--- config.mk ---
export PLATFORM = sky130hd
export DESIGN_NAME = dimm_dram_controller
export DESIGN_NICKNAME = d
export VERILOG_FILES = /design/src/hw/dimm_ctl_pkg.sv /design/src/hw/dimm_dram_controller.sv
export SDC_FILE = /design/constraint.sdc
export NUM_CORES = 1
export LEC_CHECK = 0
export BUFFER_PORTS_ARGS = -buffer_cell sky130_fd_sc_hd__buf_2
export CORE_MARGIN = 5
export CORE_UTILIZATION = 25
export DETAILED_ROUTE_END_ITERATION = 7
export HOLD_SLACK_MARGIN = 0.06
export PLACE_DENSITY = 0.47
export RECOVER_POWER = 100
export SLEW_MARGIN = 10
export SYNTH_ARGS = -nofsm -noshare
export SYNTH_HDL_FRONTEND = slang
export SYNTH_SLANG_ARGS = --single-unit
--- constraint.sdc ---
create_clock -name i_clk -period 5.95 [get_ports i_clk]
set_input_delay 0 -clock i_clk [delete_from_list [all_inputs] [get_ports i_clk]]
set_output_delay 0 -clock i_clk [all_outputs]
set_load 0.01 [all_outputs]
--- src/hw/dimm_ctl_pkg.sv ---
// Constants and carrier types for the two-slot DIMM DRAM controller.
// Assumes one 125 MHz system clock; DRAM timing is counted in its cycles.
package dimm_ctl_pkg;
  localparam int unsigned CLK_MHZ        = 125;
  localparam int unsigned CLK_PERIOD_PS  = 8000;
  // Refresh interval, in nanoseconds times ten (15.6 us)
  localparam int unsigned REFRESH_NS_X10 = 156000;
  localparam int unsigned REFRESH_CYC    = (REFRESH_NS_X10 * 100) / CLK_PERIOD_PS; // Longest: round down
  // Row access time in ns, counted as a least time
  localparam int unsigned RAS_ACCESS_NS  = 70;
  localparam int unsigned RAS_CYC        = (RAS_ACCESS_NS * 1000 + CLK_PERIOD_PS - 1) / CLK_PERIOD_PS;
  localparam int unsigned ROW_HOLD_NS    = 16;
  localparam int unsigned ROW_HOLD_CYC   = (ROW_HOLD_NS * 1000 + CLK_PERIOD_PS - 1) / CLK_PERIOD_PS;
  localparam int unsigned CAS_NS         = 24;
  localparam int unsigned CAS_CYC        = (CAS_NS * 1000 + CLK_PERIOD_PS - 1) / CLK_PERIOD_PS;
  localparam int unsigned PRECHARGE_NS   = 56;
  localparam int unsigned PRE_CYC        = (PRECHARGE_NS * 1000 + CLK_PERIOD_PS - 1) / CLK_PERIOD_PS;
  localparam int unsigned ADDR_W         = 12;
  localparam int unsigned DATA_W         = 64;
  localparam int unsigned LANES          = 8;
  localparam int unsigned BANKS          = 4;
  localparam int unsigned CPU_ADDR_W     = 32;
  // Bank size codes, MB per bank: 0 means empty
  localparam logic [5:0]  BANK_MIN_MB    = 6'h04;
  localparam logic [5:0]  BANK_MAX_MB    = 6'h20;
  localparam logic [6:0]  MB_SHIFT       = 7'h14;

  typedef struct packed {
    logic [ADDR_W-1:0] addr;
    logic [LANES-1:0]  cas_n;
    logic [BANKS-1:0]  ras_n;
    logic [1:0]        we_n;
    logic [1:0]        oe_n;
  } dram_ctl_t;

  typedef struct packed {
    logic              valid;
    logic              write;
    logic [CPU_ADDR_W-1:0] addr;
    logic [LANES-1:0]  lanes;
    logic [DATA_W-1:0] wdata;
  } mem_req_t;
endpackage

--- src/hw/dimm_dram_controller.sv ---
// Two-slot, four-bank asynchronous DRAM controller on the system clock.
// Assumes bank sizes come from board straps (MB per bank, 0 = empty)
// and the requester holds a request until o_req_ready pulses.
`timescale 1ns/1ps
`default_nettype none
// How it works
// - 64-bit shared data path, three-signal pins
// - One 12-bit multiplexed address bus
// - Row phase maps address bits 22,23,21..12
// - Column phase maps 24,22,11..3
// - Mapping covers all listed device geometries
// - Column-before-row refresh every 15.6 us
// - Linear banks, no interleave
// - Any size any slot, contiguous map
// - Eight active-low column strobes per lane
// - Four active-low row strobes per bank
// - Presence and identity lines left unused
// - Banks 4 to 32 MB, 64 MB modules
module dimm_dram_controller #(
  parameter int unsigned REFRESH_CYCLES = dimm_ctl_pkg::REFRESH_CYC
) (
  input  wire logic                             i_clk,
  input  wire logic                             i_rst_n,
  input  wire dimm_ctl_pkg::mem_req_t           i_req,
  input  wire logic [dimm_ctl_pkg::BANKS*6-1:0] i_bank_mb,
  input  wire logic [dimm_ctl_pkg::DATA_W-1:0]  i_dq,
  input  wire logic [15:0]                      i_presence_bits,
  input  wire logic [3:0]                       i_module_identity_bits,
  output logic                                  o_req_ready,
  output logic [dimm_ctl_pkg::DATA_W-1:0]       o_rdata,
  output logic                                  o_rdata_valid,
  output logic                                  o_miss,
  output dimm_ctl_pkg::dram_ctl_t               o_dram,
  output logic [dimm_ctl_pkg::DATA_W-1:0]       o_dq,
  output logic                                  o_dq_oe,
  output logic [1:0]                            o_presence_read_enable_n
);
  typedef enum logic [2:0] {
    ST_IDLE = 3'b000,
    ST_ROW  = 3'b001,
    ST_COL  = 3'b010,
    ST_PRE  = 3'b011,
    ST_RCAS = 3'b100,
    ST_RRAS = 3'b101
  } state_t;

  state_t                                   state_r;
  logic [7:0]                               cnt_r;
  logic [15:0]                              ref_cnt_r;
  logic                                     ref_due_r;
  logic [dimm_ctl_pkg::BANKS-1:0]           bank_r;
  logic [dimm_ctl_pkg::CPU_ADDR_W-1:0]      local_r;
  logic                                     hit;
  logic [dimm_ctl_pkg::BANKS-1:0]           bank_sel;
  logic [dimm_ctl_pkg::CPU_ADDR_W-1:0]      local_addr;
  logic [dimm_ctl_pkg::DATA_W-1:0]          dq_s1_r;
  logic [dimm_ctl_pkg::DATA_W-1:0]          dq_s2_r;
  logic [dimm_ctl_pkg::BANKS*6-1:0]         mb_s1_r;
  logic [dimm_ctl_pkg::BANKS*6-1:0]         mb_s2_r;

  // lines unused: presence enable held inactive, identity ignored
  assign o_presence_read_enable_n = 2'h3;

  function automatic logic [11:0] row_of(input logic [31:0] a);
    row_of = {a[22], a[23], a[21:12]};
  endfunction

  // column mapping, line 11 idle low
  function automatic logic [11:0] col_of(input logic [31:0] a);
    col_of = {1'b0, a[24], a[22], a[11:3]};
  endfunction

  // contiguous decode: banks stacked in order, empty banks skipped
  // no interleave, each bank one linear span
  always_comb begin
    logic [31:0] base;
    logic [31:0] size;
    base       = 32'h0000_0000;
    size       = 32'h0000_0000;
    hit        = 1'b0;
    bank_sel   = '0;
    local_addr = '0;
    for (int b = 0; b < dimm_ctl_pkg::BANKS; b++) begin
      // banks outside 4..32 MB treated as empty
      if (mb_s2_r[b*6 +: 6] >= dimm_ctl_pkg::BANK_MIN_MB && mb_s2_r[b*6 +: 6] <= dimm_ctl_pkg::BANK_MAX_MB) begin
        size = {26'h0, mb_s2_r[b*6 +: 6]} << dimm_ctl_pkg::MB_SHIFT;
      end else begin
        size = 32'h0000_0000;
      end
      if (!hit && size != 32'h0 && i_req.addr >= base && i_req.addr < base + size) begin
        hit        = 1'b1;
        bank_sel   = dimm_ctl_pkg::BANKS'(1 << b);
        local_addr = i_req.addr - base;
      end
      base = base + size;
    end
  end

  // refresh interval timer; due flag set wins over consumption
  always_ff @(posedge i_clk or negedge i_rst_n) begin
    if (!i_rst_n) begin
      ref_cnt_r <= 16'h0000;
      ref_due_r <= 1'b0;
    end else begin
      if (ref_cnt_r == 16'(REFRESH_CYCLES - 1)) begin
        ref_cnt_r <= 16'h0000;
        ref_due_r <= 1'b1;
      end else begin
        ref_cnt_r <= ref_cnt_r + 16'h0001;
        if (state_r == ST_RCAS && cnt_r == 8'h00) begin
          ref_due_r <= 1'b0;
        end
      end
    end
  end

  // read data passes two flops from the pins
  always_ff @(posedge i_clk or negedge i_rst_n) begin
    if (!i_rst_n) begin
      dq_s1_r <= '0;
      dq_s2_r <= '0;
    end else begin
      dq_s1_r <= i_dq;
      dq_s2_r <= dq_s1_r;
    end
  end

  // Bank size straps are board pins: two flops; decode sees empty banks just after reset
  always_ff @(posedge i_clk or negedge i_rst_n) begin
    if (!i_rst_n) begin
      mb_s1_r <= '0;
      mb_s2_r <= '0;
    end else begin
      mb_s1_r <= i_bank_mb;
      mb_s2_r <= mb_s1_r;
    end
  end

  // Access sequencer; phase lengths sized for 70 ns parts
  always_ff @(posedge i_clk or negedge i_rst_n) begin
    if (!i_rst_n) begin
      state_r       <= ST_IDLE;
      cnt_r         <= 8'h00;
      bank_r        <= '0;
      local_r       <= '0;
      o_dram        <= '{addr: 12'h000, cas_n: 8'hFF, ras_n: 4'hF, we_n: 2'h3, oe_n: 2'h3};
      o_dq          <= '0;
      o_dq_oe       <= 1'b0;
      o_rdata       <= '0;
      o_rdata_valid <= 1'b0;
      o_miss        <= 1'b0;
      o_req_ready   <= 1'b0;
    end else begin
      o_rdata_valid <= 1'b0;
      o_miss        <= 1'b0;
      o_req_ready   <= 1'b0;
      if (cnt_r != 8'h00) begin
        cnt_r <= cnt_r - 8'h01;
      end
      case (state_r)
        ST_IDLE: begin
          // pending refresh runs before any new access
          if (ref_due_r) begin
            o_dram.cas_n <= 8'h00;
            cnt_r        <= 8'(dimm_ctl_pkg::CAS_CYC - 1);
            state_r      <= ST_RCAS;
          end else if (i_req.valid && !o_req_ready) begin
            if (!hit) begin
              o_miss      <= 1'b1;
              o_req_ready <= 1'b1;
            end else begin
              bank_r  <= bank_sel;
              local_r <= local_addr;
              // row phase on shared address bus
              o_dram.addr  <= row_of(local_addr);
              // one row strobe per accessed bank
              o_dram.ras_n <= ~bank_sel;
              cnt_r        <= 8'(dimm_ctl_pkg::ROW_HOLD_CYC - 1);
              state_r      <= ST_ROW;
            end
          end
        end
        ST_ROW: begin
          if (cnt_r == 8'h00) begin
            o_dram.addr <= col_of(local_r);
            o_dram.cas_n <= ~i_req.lanes;
            // exactly one of write or output enable
            if (i_req.write) begin
              o_dram.we_n <= 2'h0;
              o_dq        <= i_req.wdata;
              o_dq_oe     <= 1'b1;
            end else begin
              o_dram.oe_n <= 2'h0;
            end
            cnt_r   <= 8'(dimm_ctl_pkg::RAS_CYC - dimm_ctl_pkg::ROW_HOLD_CYC);
            state_r <= ST_COL;
          end
        end
        ST_COL: begin
          if (cnt_r == 8'h00) begin
            if (!i_req.write) begin
              o_rdata       <= dq_s2_r;
              o_rdata_valid <= 1'b1;
            end
            o_req_ready  <= 1'b1;
            o_dram       <= '{addr: o_dram.addr, cas_n: 8'hFF, ras_n: 4'hF, we_n: 2'h3, oe_n: 2'h3};
            o_dq_oe      <= 1'b0;
            cnt_r        <= 8'(dimm_ctl_pkg::PRE_CYC - 1);
            state_r      <= ST_PRE;
          end
        end
        ST_RCAS: begin
          if (cnt_r == 8'h00) begin
            o_dram.ras_n <= 4'h0;
            cnt_r        <= 8'(dimm_ctl_pkg::RAS_CYC - 1);
            state_r      <= ST_RRAS;
          end
        end
        ST_RRAS: begin
          if (cnt_r == 8'h00) begin
            o_dram.ras_n <= 4'hF;
            o_dram.cas_n <= 8'hFF;
            cnt_r        <= 8'(dimm_ctl_pkg::PRE_CYC - 1);
            state_r      <= ST_PRE;
          end
        end
        ST_PRE: begin
          if (cnt_r == 8'h00) begin
            state_r <= ST_IDLE;
          end
        end
        default: begin
          state_r <= ST_IDLE;
        end
      endcase
    end
  end
endmodule
`default_nettype wire

* After elaboration in Yosys (flattened, before gate mapping)
Index checks and enable logic that the tools add are counted.
** Word-level totals
- Bits in read-only memories :: 0
- Memories :: 0
- Bits in latches :: 0
- Input port bits :: 216
- Register bits :: 389
- Logic and storage cells :: 178
- Output and inout port bits :: 162
- Memory bits (writable) :: 0
** Cells by class
- Divide/modulo/power cells :: 0
- Multiply operators :: 0
- Shift-type cells :: 0
- Multiplexer cells :: 66
- Reduce and logical (&&, ||, !) cells :: 43
- Equality and inequality tests :: 20
- Bitwise gates (word level) :: 5
- $add $sub $neg :: 8
- Magnitude comparators :: 16
** Operators with widths (count)
- nonzero test 32 bit :: 4
- 2-to-1 mux 26 bit :: 4
- 2-to-1 mux 25 bit :: 4
- subtractor 25 bit :: 3
- 2-to-1 mux 8 bit :: 8
- one-hot mux 8 bit (4 select lines) :: 2
- 2-to-1 mux 12 bit :: 4
- one-hot mux 12 bit (3 select lines) :: 1
- >= comparator 32 x 1 -> 1 bit (second input constant) :: 1
- >= comparator 32 x 26 -> 1 bit :: 1
- >= comparator 32 x 27 -> 1 bit :: 1
- >= comparator 32 x 28 -> 1 bit :: 1
- less-than comparator 32 x 26 -> 1 bit :: 1
- less-than comparator 32 x 27 -> 1 bit :: 1
- less-than comparator 32 x 28 -> 1 bit :: 1
- less-than comparator 32 x 29 -> 1 bit :: 1
- 2-to-1 mux 16 bit :: 2
- adder 28 x 26 -> 29 bit :: 1
- adder 27 x 26 -> 28 bit :: 1
- adder 26 x 26 -> 27 bit :: 1
- >= comparator 6 x 3 -> 1 bit (second input constant) :: 4
- less-or-equal comparator 6 bit (second input constant) :: 4
- 2-to-1 mux 3 bit :: 8
- 2-to-1 mux 4 bit :: 6
- other kinds (32) :: 93

* Longest topological paths before layout
Gate-level depths: netlist (run 1).
- Depth in word-level cells :: 27
- Gate-level depth with buffers :: 29
- Depth with buffers taken out :: 28

* Worst setup path after synthesis (run 1)
No wires, ideal clock.
- Kind :: register -> register
- Start :: register mb_s2_r[2] (netlist name)
- End :: register o_dram[18] (netlist name)
- Buffers on the path :: 1
- Arrival :: 6054 ps
- Cell stages (with the launch flop) :: 27
- Setup slack :: -229 ps
- Library setup time :: 125 ps
- Period minus slack after synthesis :: 6179 ps
- Required time :: 5825 ps
- Cells stage by stage :: dfrtp_1 > nor3_1 > nor2_1 > and2_1 > ha_1 > fa_1 > a211oi_2 > nor2_1 > xnor2_1 > inv_1 > ha_1 > or3_1 > o221ai_1 > inv_1 > ha_1 > nor3b_1 > a311oi_1 > or4b_2 > ha_1 > nor4_1 > o21ai_0 > a21oi_1 > o21ai_1 > a2111oi_4 > o21ai_2 > buf_6 > mux2_4
** Between the ends
- Longest elaborated chain between the ends :: 26
- Elaborated cells on any way between the ends :: 43
- Those cells by class :: add/sub (3); order compare (9); eq/ne (1); mux (13); reduce/logical (17)
** RTL lines
- start: declaration :: RTL line dimm_dram_controller.sv:59 : logic [dimm_ctl_pkg::BANKS*6-1:0] mb_s2_r;
- start signal: assignment :: RTL line dimm_dram_controller.sv:135 : mb_s2_r <= mb_s1_r;
- >= comparator 6 x 3 -> 1 bit or less-or-equal comparator 6 bit (tied branches) :: RTL line dimm_dram_controller.sv:85 : if (mb_s2_r[b*6 +: 6] >= dimm_ctl_pkg::BANK_MIN_MB && mb_s2_r[b*6 +: 6] <= dimm_ctl_pkg::BANK_MAX_MB) begin
- logical AND 1 bit :: RTL line dimm_dram_controller.sv:85
- 2-to-1 mux 26 bit * :: RTL line dimm_dram_controller.sv:85
- parallel branches: the longest is 23 deep, another holds less-than comparator 32 x 29 -> 1 bit
- end signal: assignment :: RTL line dimm_dram_controller.sv:146 : o_dram <= '{addr: 12'h000, cas_n: 8'hFF, ras_n: 4'hF, we_n: 2'h3, oe_n: 2'h3};
- end signal: assignment :: RTL line dimm_dram_controller.sv:206 : o_dram <= '{addr: o_dram.addr, cas_n: 8'hFF, ras_n: 4'hF, we_n: 2'h3, oe_n: 2'h3};
- end: declaration :: RTL line dimm_dram_controller.sv:33 : output dimm_ctl_pkg::dram_ctl_t o_dram,
Mark *: on every way between the ends. The select of a mux whose other input is x is not followed.
A chain may end at the register's enable or synchronous reset.

* Final worst setup path (run 1)
- Start :: register mb_s2_r[9] (netlist name)
- End :: register o_dram[21] (netlist name)
** Between the ends
- Longest elaborated chain between the ends :: 22
- Elaborated cells on any way between the ends :: 36
- Those cells by class :: add/sub (3); order compare (7); eq/ne (1); mux (11); reduce/logical (14)
** RTL lines (RTL line)
- >= comparator 6 x 3 -> 1 bit or less-or-equal comparator 6 bit (tied branches) :: dimm_dram_controller.sv:85
- logical AND 1 bit :: dimm_dram_controller.sv:85
- 2-to-1 mux 26 bit * :: dimm_dram_controller.sv:85
- parallel branches: the longest is 19 deep, another holds less-than comparator 32 x 29 -> 1 bit
Marks and branches as above.

==> results of run 1 <==
==> routing by layer <==
metal,vias up,GRT usage,wire length (um)
met3,72,0.04252,3132
met4,6,0.03085,917
li1,5109,-,-
met5,-,0,42
met1,5354,0.1479,16120
met2,296,0.2095,19730
==> stage by stage <==
stage / setup WS, ns / TNS [ns] / std cells / power (uW) / utilization
after global routing: -0.1012 / -1.189 / 2565 / 6341 / 0.3735
after floorplan: 0.007442 / 0 / 1083 / 2875 / -
after CTS: 0.02027 / 0 / 2555 / 6144 / 0.3735
after global placement: -0.1512 / -3.297 / 2231 / 3117 / 0.3042
after detailed placement: -0.2493 / -6.074 / 2231 / 3123 / 0.3042
final: 0.1665 / 0 / 2566 / 6039 / 0.3735
==> registers in the layout (all words and copies together) (netlist names) <==
signal	cells
dq_s2_r	64
o_rdata	64
o_miss	1
o_rdata_valid	1
ref_due_r	1
o_req_ready	1
mb_s1_r	24
mb_s2_r	24
ref_cnt_r	16
state_r	3
cnt_r	8
local_r	11
o_dq_oe	1
dq_s1_r	64
o_dram	26
o_dq	64
==> placed cells by master (no fill, tap or decap), types with 7 or more instances in the layout <==
| cell type | count |
|---|---|
| a21o_1 | 12 |
| a21oi_1 | 38 |
| buf_2 | 194 |
| buf_4 | 57 |
| bufinv_16 | 7 |
| clkbuf_1 | 173 |
| clkbuf_16 | 44 |
| dfrtp_1 | 359 |
| dfstp_2 | 10 |
| dlygate4sd3_1 | 247 |
| ha_1 | 41 |
| inv_1 | 34 |
| mux2_2 | 144 |
| mux2_4 | 9 |
| nand2_1 | 47 |
| nand2b_1 | 11 |
| nand3_1 | 15 |
| nor2_1 | 69 |
| nor2b_1 | 16 |
| nor3_1 | 15 |
| nor4_1 | 7 |
| o21a_1 | 7 |
| o21ai_0 | 29 |
| xnor2_1 | 24 |
| xor2_1 | 18 |
==> repair_timing <==
action,in CTS,in global routing
hold buffers,246,2
hold endpoints to repair,267,2
gates resized for setup,13,41
buffers inserted,0,7
setup endpoints to repair,36,38
cloned,1,1
pin swaps,2,31
==> cell families after synthesis <==
logic type | count (synthesis) | share of synthesized area
buffers and inverters | 75 | 0.02129
and+or+nand+nor | 230 | 0.07948
AOI/OAI and AO/OA | 145 | 0.06675
xor gates and xnor gates | 48 | 0.02850
muxes | 156 | 0.1211
adders and majority gates | 54 | 0.04869
other | 1 | 0.0002542
DFF | 373 | 0.6339
==> power groups by stage <==
stage | clock (uW) | combinational [uW] | sequential (uW)
2_1_floorplan | 0 | 218 | 2660
3_3_place_gp | 0 | 456 | 2660
3_5_place_dp | 0 | 460 | 2660
4_1_cts | 2930 | 596 | 2620
5_1_grt | 3030 | 686 | 2620
6_report | 2810 | 615 | 2620
==> worst paths after layout <==
path                                     endpoint  slack [ns]  depth (start not counted)
max                        o_dram[21]$_DFFE_PN0P_        0.17                         26
min                         dq_s1_r[36]$_DFF_PN0_         0.1                          2
max reg2reg                o_dram[21]$_DFFE_PN0P_        0.17                         26
min reg2reg                 mb_s2_r[12]$_DFF_PN0_        0.34                          0
max in group asynchronous   dq_s1_r[42]$_DFF_PN0_        1.21                          4
min in group asynchronous   o_dram[0]$_DFFE_PN1P_        1.10                          3
==> area by class of cell <==
type	count	area, um2
Clock buffer	58	1192
Sequential cell	373	9351
Timing Repair Buffer	669	4569
Antenna cell	1	2.502
Inverter	38	142.6
Fill cell	5724	36770
Clock inverter	19	344.1
Multi-Input combinational cell	635	5349
Tap cell	773	967.2
==> flow_metrics.env, run 1 <==
export IMPL_whs_ns=0.09613
export IMPL_period_share=0.9720
export IMPL_violations="max-capacitance violations, max-slew violations"
export IMPL_grt_pass1_vias=11741
export IMPL_startpoint="mb_s2_r[9]$_DFF_PN0_"
export IMPL_worst_pin_slew_ns=3.744
export IMPL_avgSynthCellArea_um2=13.63
export IMPL_cp_slowest_cell="or4b_4"
export IMPL_synth_most_common_cell="dfrtp_1"
export IMPL_start_util=0.2514
export IMPL_cp_common_cell="ha_4"
export IMPL_overflow=0
export IMPL_die_area_um2=63960
export IMPL_yosys_top_cells_area="dfrtp_1, mux2_2, ha_1"
export IMPL_antenna_found_initial=4
export IMPL_clk_latency_ns=0.56
export IMPL_routabilityCongestion=0.8066
export IMPL_clock_sinks=373
export IMPL_yosysTopAreaCell="dfrtp_1"
export IMPL_cpPeakStageDelay_ns=0.57
export IMPL_path_class="reg -> reg"
export IMPL_ys_warn_count=0
export IMPL_synth_common_cells="dfrtp_1, mux2_2, nor2_1, ha_1, nand2_1"
export IMPL_p_comb_frac=0.102
export IMPL_grt_first_pass_wirelength_mm=63.13
export IMPL_yosysTopAreaCellShare=0.6090
export IMPL_area_growth_pct=48.58
export IMPL_start_kind="flip-flop"
export IMPL_fin_nets=2029
export IMPL_cts_tree="built"
export IMPL_p_per_area_nw_per_um2=275.5
export IMPL_cp_arrival_ns=6.24
export IMPL_ioPinCount=378
export IMPL_postLayoutCellArea_um2=21920
export IMPL_dieWidth_um=252.9
export IMPL_cts_made_buffers=43
export IMPL_cp_top_family="simple AND/OR/NAND/NOR gates"
export IMPL_ant_nets=0
export IMPL_hold_viol=0
export IMPL_min_period_ns=5.784
export IMPL_outcome="finished, violations left"
export IMPL_finalClockSkew_ns=0.009502
export IMPL_portBuffers=355
export IMPL_leakage_uw=0.01019
export IMPL_ys_types=67
export IMPL_core_rowCount=89
export IMPL_synth_seq_cells=373
export IMPL_grt_start_max_net_pins=155
export IMPL_syn_inst=1082
export IMPL_finalSetupViolCount=0
export IMPL_min_delay_start="i_dq[36]"
export IMPL_drc=0
export IMPL_place_area_um2=17850
export IMPL_cap_violations=6
export IMPL_worstPathRequired_ns=6.40
export IMPL_maxSlewViolCount=466
export IMPL_cp_max_fo=6
export IMPL_clk_pin_slew_ns=0.06
export IMPL_hold_class="in -> reg"
export IMPL_drt_first_pass_iters=5
export IMPL_regToRegStartpoint="mb_s2_r[9]$_DFF_PN0_"
export IMPL_vdd_drop_max_mv=0.1868
export IMPL_netlist_area_um2=14750
export IMPL_fmax_mhz=172.9
export IMPL_critPathBufInv=3
export IMPL_rsz0062_at_grt="yes"
export IMPL_core_um2=58690
export IMPL_htreeDepth=2
export IMPL_async_reset_ff_frac=1.000
export IMPL_crit_path_end_kind="flip-flop"
export IMPL_dp_hpwl_mm=28.15
export IMPL_power_frac_seq=0.434
export IMPL_p_int_uw=4662
export IMPL_fp_dieH_um=252.9
export IMPL_slew_limit_headroom=-1.496
export IMPL_drt_wl_total_mm=39.95
export IMPL_num_vias=10837
export IMPL_yosysSeqAreaShare=0.6339
export IMPL_cts_root_buf="clkbuf_16"
export IMPL_viasPerCell=4.223
export IMPL_pwr_share_clk=0.465
export IMPL_wl_per_cell_um=15.57
export IMPL_synthFlopType="dfrtp_1"
export IMPL_drt_iter0_drc=458
export IMPL_clockBufferDepth=3
export IMPL_drive_gt1_frac=0.3036
export IMPL_synth_edff_count=0
export IMPL_grt_use_total=0.1222
export IMPL_p_sw_uw=1378
export IMPL_swShare=0.2281
No activity file was read; power rests on OpenSTA's default activity.
==> inputs of run 2 (changes only) <==
--- a/config.mk
+++ b/config.mk
@@ -11,7 +11,6 @@
 export DETAILED_ROUTE_END_ITERATION = 7
 export HOLD_SLACK_MARGIN = 0.06
 export PLACE_DENSITY = 0.47
-export RECOVER_POWER = 100
 export SLEW_MARGIN = 10
 export SYNTH_ARGS = -nofsm -noshare
 export SYNTH_HDL_FRONTEND = slang
==> run 2 against run 1 <==
Hold slack gained 0.00069 ns. Count of clock-buffer cells in the layout stayed put. Non-clock buffer count is the same. Clock skew hardly changed. Via count fell by 0.28%. Utilization rose by 0.53 points. Critical path depth unchanged. The run now ends clean. First-iteration DRC count shrank 8.1%. Global-route usage unchanged. Register-to-register slack about the same. Routed wire length is 0.35% higher.
==> flow_metrics.env, run 2 (synthesized netlist as in run 1, its figures left out) <==
export IMPL_htreeDepth=2
export IMPL_clock_sinks=373
export IMPL_instances_no_fill=2566
export IMPL_crit_path_end_kind="flip-flop"
export IMPL_num_vias=10807
export IMPL_slew_limit_headroom=0.2610
export IMPL_whs_ns=0.09682
export IMPL_ioPinCount=378
export IMPL_finalWorstSetupSlack_ns=0.1686
export IMPL_path_class="reg -> reg"
export IMPL_p_comb_frac=0.103
export IMPL_cap_violations=0
export IMPL_maxSlewViolCount=0
export IMPL_cp_arrival_ns=6.23
export IMPL_core_rowCount=89
export IMPL_leakage_uw=0.01090
export IMPL_drt_first_pass_iters=5
export IMPL_drt_wl_total_mm=40.09
export IMPL_start_util=0.2514
export IMPL_core_um2=58690
export IMPL_worst_pin_slew_ns=1.101
export IMPL_hold_viol=0
export IMPL_area_growth_pct=50.68
export IMPL_dpl_cell_count=2231
export IMPL_viasPerCell=4.212
export IMPL_tns_ns=0
export IMPL_outcome="finished clean"
export IMPL_die_area_um2=63960
export IMPL_clockBufferDepth=3
export IMPL_hold_class="in -> reg"
export IMPL_clk_latency_ns=0.57
export IMPL_cts_root_buf="clkbuf_16"
export IMPL_dieWidth_um=252.9
export IMPL_start_kind="flip-flop"
export IMPL_place_ws_ns=-0.2493
export IMPL_min_period_ns=5.781
export IMPL_grt_first_pass_wirelength_mm=63.13
export IMPL_p_per_area_nw_per_um2=272.0
export IMPL_grt_pass1_vias=11741
export IMPL_pwr_share_clk=0.464
export IMPL_power_frac_seq=0.433
export IMPL_drt_iter0_drc=421
export IMPL_period_share=0.9717
export IMPL_p_int_uw=4667
export IMPL_ant_nets=0
export IMPL_routabilityCongestion=0.8066
export IMPL_p_sw_uw=1380
export IMPL_finalClockSkew_ns=0.009393
export IMPL_cp_max_fo=6
export IMPL_worstPathRequired_ns=6.40
export IMPL_grt_use_total=0.1222
export IMPL_fill_cells=5631
export IMPL_dp_hpwl_mm=28.15
export IMPL_fp_dieH_um=252.9
export IMPL_fin_nets=2029
export IMPL_r2r_slack_ns=0.17
export IMPL_drive_gt1_frac=0.3996
export IMPL_drc=0
export IMPL_rsz0062_at_grt="yes"
export IMPL_final_cell_mix="dfrtp_1, buf_2, dlygate4sd3_1"
export IMPL_vdd_drop_max_mv=0.1868
export IMPL_finalSetupViolCount=0
export IMPL_fmax_mhz=173.0
export IMPL_swShare=0.2282
export IMPL_grt_start_max_net_pins=155
export IMPL_antenna_found_initial=4
export IMPL_clk_pin_slew_ns=0.06
export IMPL_portBuffers=355
export IMPL_cts_tree="built"
export IMPL_overflow=0
export IMPL_final_util=0.3788
export IMPL_cts_made_buffers=43
export IMPL_wl_per_cell_um=15.62
export IMPL_mostFrequentLayoutCell="dfrtp_1"
run 2: final timing paths:
check	startpoint	depth (start not counted)	end
worst max-delay path	mb_s2_r[9]$_DFF_PN0_	26	o_dram[25]$_DFFE_PN0P_
worst min-delay path	i_dq[36]	2	dq_s1_r[36]$_DFF_PN0_
worst max register to register	mb_s2_r[9]$_DFF_PN0_	26	o_dram[25]$_DFFE_PN0P_
worst min register to register	mb_s1_r[20]$_DFF_PN0_	0	mb_s2_r[20]$_DFF_PN0_
max in group asynchronous	i_rst_n	4	o_dq[43]$_DFFE_PN0P_
min in group asynchronous	i_rst_n	3	o_dram[0]$_DFFE_PN1P_
run 2: critical path, cell delays in order, from the launching register on:
cell,delay (ns)
dfrtp_1,0.38
nor3_2,0.21
nor2_2,0.08
and2_4,0.15
ha_4,0.16
fa_2,0.37
a211oi_2,0.29
nor2_2,0.09
xnor2_2,0.18
inv_2,0.07
ha_4,0.22
or3_4,0.39
o221ai_4,0.08
inv_2,0.07
ha_4,0.27
nor3b_4,0.18
a311oi_2,0.07
or4b_4,0.57
ha_4,0.18
nor4_4,0.25
o21ai_1,0.11
a21oi_2,0.18
o21ai_2,0.11
a2111oi_4,0.38
o21ai_2,0.15
clkbuf_16,0.19
mux2_4,0.29
run 2: routing by layer:
metal | part of all wire | wire length, um | global-route usage
met2 | 0.49 | 19730 | 0.2095
met1 | 0.41 | 16340 | 0.1479
met4 | 0.021 | 843 | 0.03085
met5 | 0.0010 | 42 | 0
met3 | 0.078 | 3129 | 0.04252
run 2: timing repair:
action | 4_1_cts | 5_1_grt
setup buffers | 0 | 7
pin swaps | 2 | 31
hold endpoints to repair | 267 | 2
hold buffers | 246 | 2
cloned | 1 | 1
endpoints found under the setup margin | 36 | 38
gates resized for setup | 13 | 41
run 2: layout make-up:
cell class              instances  area [um2]  share of cell area
inverters                      38       142.6            0.006417
well taps                     773       967.2             0.04351
multi-input cells             635        5383              0.2422
clock buffers                  58        1192             0.05364
flip-flops and latches        373        9351              0.4207
clock inverters                19       344.1             0.01548
repair buffers                669        4845              0.2180
diodes                          1       2.502           0.0001126
run 2: through the flow:
step,cell area (um2),total power (uW)
finish,22230,6046
global route,22230,6347
CTS,21920,6144
detailed placement,17850,3123
global placement,17850,3117
floorplan,14770,2875
run 2: power by group through the flow:
| stage | sequential [uW] | combinational [uW] | clock [uW] |
|---|---|---|---|
| 2_1_floorplan | 2660 | 218 | 0 |
| 3_3_place_gp | 2660 | 456 | 0 |
| 3_5_place_dp | 2660 | 460 | 0 |
| 4_1_cts | 2620 | 596 | 2930 |
| 5_1_grt | 2620 | 693 | 3030 |
| 6_report | 2620 | 621 | 2810 |
==> inputs of run 3 (changes only) <==
==> constraint.sdc (replaced) <==
create_clock -name i_clk -period 5.2 [get_ports i_clk]
set_input_delay 0 -clock i_clk [delete_from_list [all_inputs] [get_ports i_clk]]
set_output_delay 0 -clock i_clk [all_outputs]
set_load 0.01 [all_outputs]
==> run 3 against run 2 <==
The run now ends with negative setup slack left. Register-to-register slack worse by 0.63 ns. Fmax grew 2.0%. First-iteration DRC count decreased by 21%. Routed wire length increased by 2.6%. Global-route usage grew 0.41 points. Critical endpoint is now o_dram[21]$_DFFE_PN0P_. Largest power group is now sequential cells.
==> flow_metrics.env, run 3 (synthesized netlist as in run 1, its figures left out) <==
export IMPL_fp_dieH_um=252.9
export IMPL_rsz0062_at_grt="yes"
export IMPL_core_um2=58690
export IMPL_multi_input_area_um2=5519
export IMPL_vdd_drop_max_mv=0.2371
export IMPL_drt_wl_total_mm=41.11
export IMPL_wl_per_cell_um=15.64
export IMPL_fin_nets=2092
export IMPL_whs_ns=0.06386
export IMPL_drt_iter0_drc=333
export IMPL_clock_sinks=373
export IMPL_clk_pin_slew_ns=0.06
export IMPL_cp_top_family="compound AO/OA/AOI/OAI gates"
export IMPL_portBuffers=355
export IMPL_seqCellArea_um2=9351
export IMPL_crit_path_end_kind="flip-flop"
export IMPL_hold_class="in -> async"
export IMPL_cts_tree="built"
export IMPL_overflow=0
export IMPL_clk_latency_ns=0.58
export IMPL_route_met2_wl_mm=20.52
export IMPL_ioPinCount=378
export IMPL_maxSlewViolCount=0
export IMPL_path_class="reg -> reg"
export IMPL_min_period_ns=5.666
export IMPL_cp_max_fo=8
export IMPL_leakage_uw=0.01117
export IMPL_drt_first_pass_iters=4
export IMPL_drive_gt1_frac=0.4245
export IMPL_mostFrequentLayoutCell="dfrtp_1"
export IMPL_core_rowCount=89
export IMPL_cap_violations=0
export IMPL_critPathBufInv=4
export IMPL_tns_ns=-13.83
export IMPL_violations="negative setup slack"
export IMPL_grt_use_total=0.1264
export IMPL_wl_met1_mm=16.13
export IMPL_grt_start_max_net_pins=146
export IMPL_fmax_mhz=176.5
export IMPL_period_share=1.090
export IMPL_num_vias=11052
export IMPL_worst_pin_slew_ns=1.103
export IMPL_grt_first_pass_wirelength_mm=65.54
export IMPL_cp_slowest_cell="or3_4"
export IMPL_clockBufferDepth=3
export IMPL_slew_limit_headroom=0.2599
export IMPL_cts_root_buf="clkbuf_16"
export IMPL_ant_nets=0
export IMPL_routed_top_layer="met4"
export IMPL_hold_viol=0
export IMPL_start_kind="flip-flop"
export IMPL_finalClockSkew_ns=0.03127
export IMPL_dr_wl_met3_mm=3.530
export IMPL_routabilityCongestion=0.7852
export IMPL_finalWorstSetupSlack_ns=-0.4658
export IMPL_htreeDepth=2
export IMPL_dieWidth_um=252.9
export IMPL_outcome="finished, violations left"
export IMPL_cp_arrival_ns=6.11
export IMPL_grt_pass1_vias=12245
export IMPL_die_area_um2=63960
export IMPL_fill_cells=5610
export IMPL_finalSetupViolCount=38
export IMPL_cpPeakStageDelay_ns=0.39
export IMPL_start_util=0.2514
export IMPL_viasPerCell=4.205
export IMPL_worstPathRequired_ns=5.64
export IMPL_area_growth_pct=53.74
export IMPL_p_per_area_nw_per_um2=292.9
export IMPL_cp_common_cell="ha_4"
export IMPL_final_cell_mix="dfrtp_1, buf_2, dlygate4sd3_1"
export IMPL_drc=0
export IMPL_antenna_found_initial=1
export IMPL_dp_hpwl_mm=28.43
export IMPL_cts_made_buffers=43
export IMPL_design_power_total_uw=6644
[run 3: path summary, 6_finish.rpt]
check / slack, ns / depth (start not counted) / endpoint / startpoint
min: 0.06 / 2 / o_dq[33]$_DFFE_PN0P_ / i_rst_n
max reg2reg: -0.47 / 27 / o_dram[21]$_DFFE_PN0P_ / mb_s2_r[10]$_DFF_PN0_
min in group i_clk: 0.10 / 2 / dq_s1_r[61]$_DFF_PN0_ / i_dq[61]
min reg2reg: 0.34 / 0 / dq_s2_r[59]$_DFF_PN0_ / dq_s1_r[59]$_DFF_PN0_
max in group asynchronous: 3.82 / 3 / o_dq[12]$_DFFE_PN0P_ / i_rst_n
max: -0.47 / 27 / o_dram[21]$_DFFE_PN0P_ / mb_s2_r[10]$_DFF_PN0_
[run 3: through the flow]
| stage | utilization | setup WS (ns) | std cells | instance area [um2] |
|---|---|---|---|---|
| floorplan | - | -0.5404 | 1083 | 14870 |
| global placement | 0.3103 | -0.7148 | 2262 | 18210 |
| detailed placement | 0.3103 | -0.7963 | 2262 | 18210 |
| CTS | 0.3822 | -0.5271 | 2620 | 22430 |
| global route | 0.3865 | -0.7859 | 2628 | 22680 |
| finish | 0.3865 | -0.4658 | 2628 | 22680 |
[run 3: power by group]
group | total [uW] | switching, uW | internal (uW)
Combinational | 779 | 342 | 438
Sequential | 3000 | 21.7 | 2970
Clock | 2870 | 1260 | 1610
Total | 6640 | 1620 | 5020
[run 3: routing by layer]
metal	global-route usage	up-vias
met3	0.04232	56
met2	0.2181	290
met4	0.03702	0
li1	-	5243
met1	0.1505	5463
met5	0	-
[run 3: timing repair]
action,CTS,global route
endpoints found under the setup margin,38,38
pin swaps,17,39
gates resized for setup,31,45
hold buffers,252,1
endpoints found under the hold margin,296,1
buffers inserted,29,10
cloned,1,0
[run 3: final cells by class]
type | count | share of cell area
Inverter | 38 | 0.006289
Multi-Input combinational cell | 635 | 0.2434
Clock buffer | 57 | 0.05153
Timing Repair Buffer | 732 | 0.2356
Sequential cell | 373 | 0.4123
Antenna cell | 1 | 0.0001103
Tap cell | 773 | 0.04265
Clock inverter | 19 | 0.008165
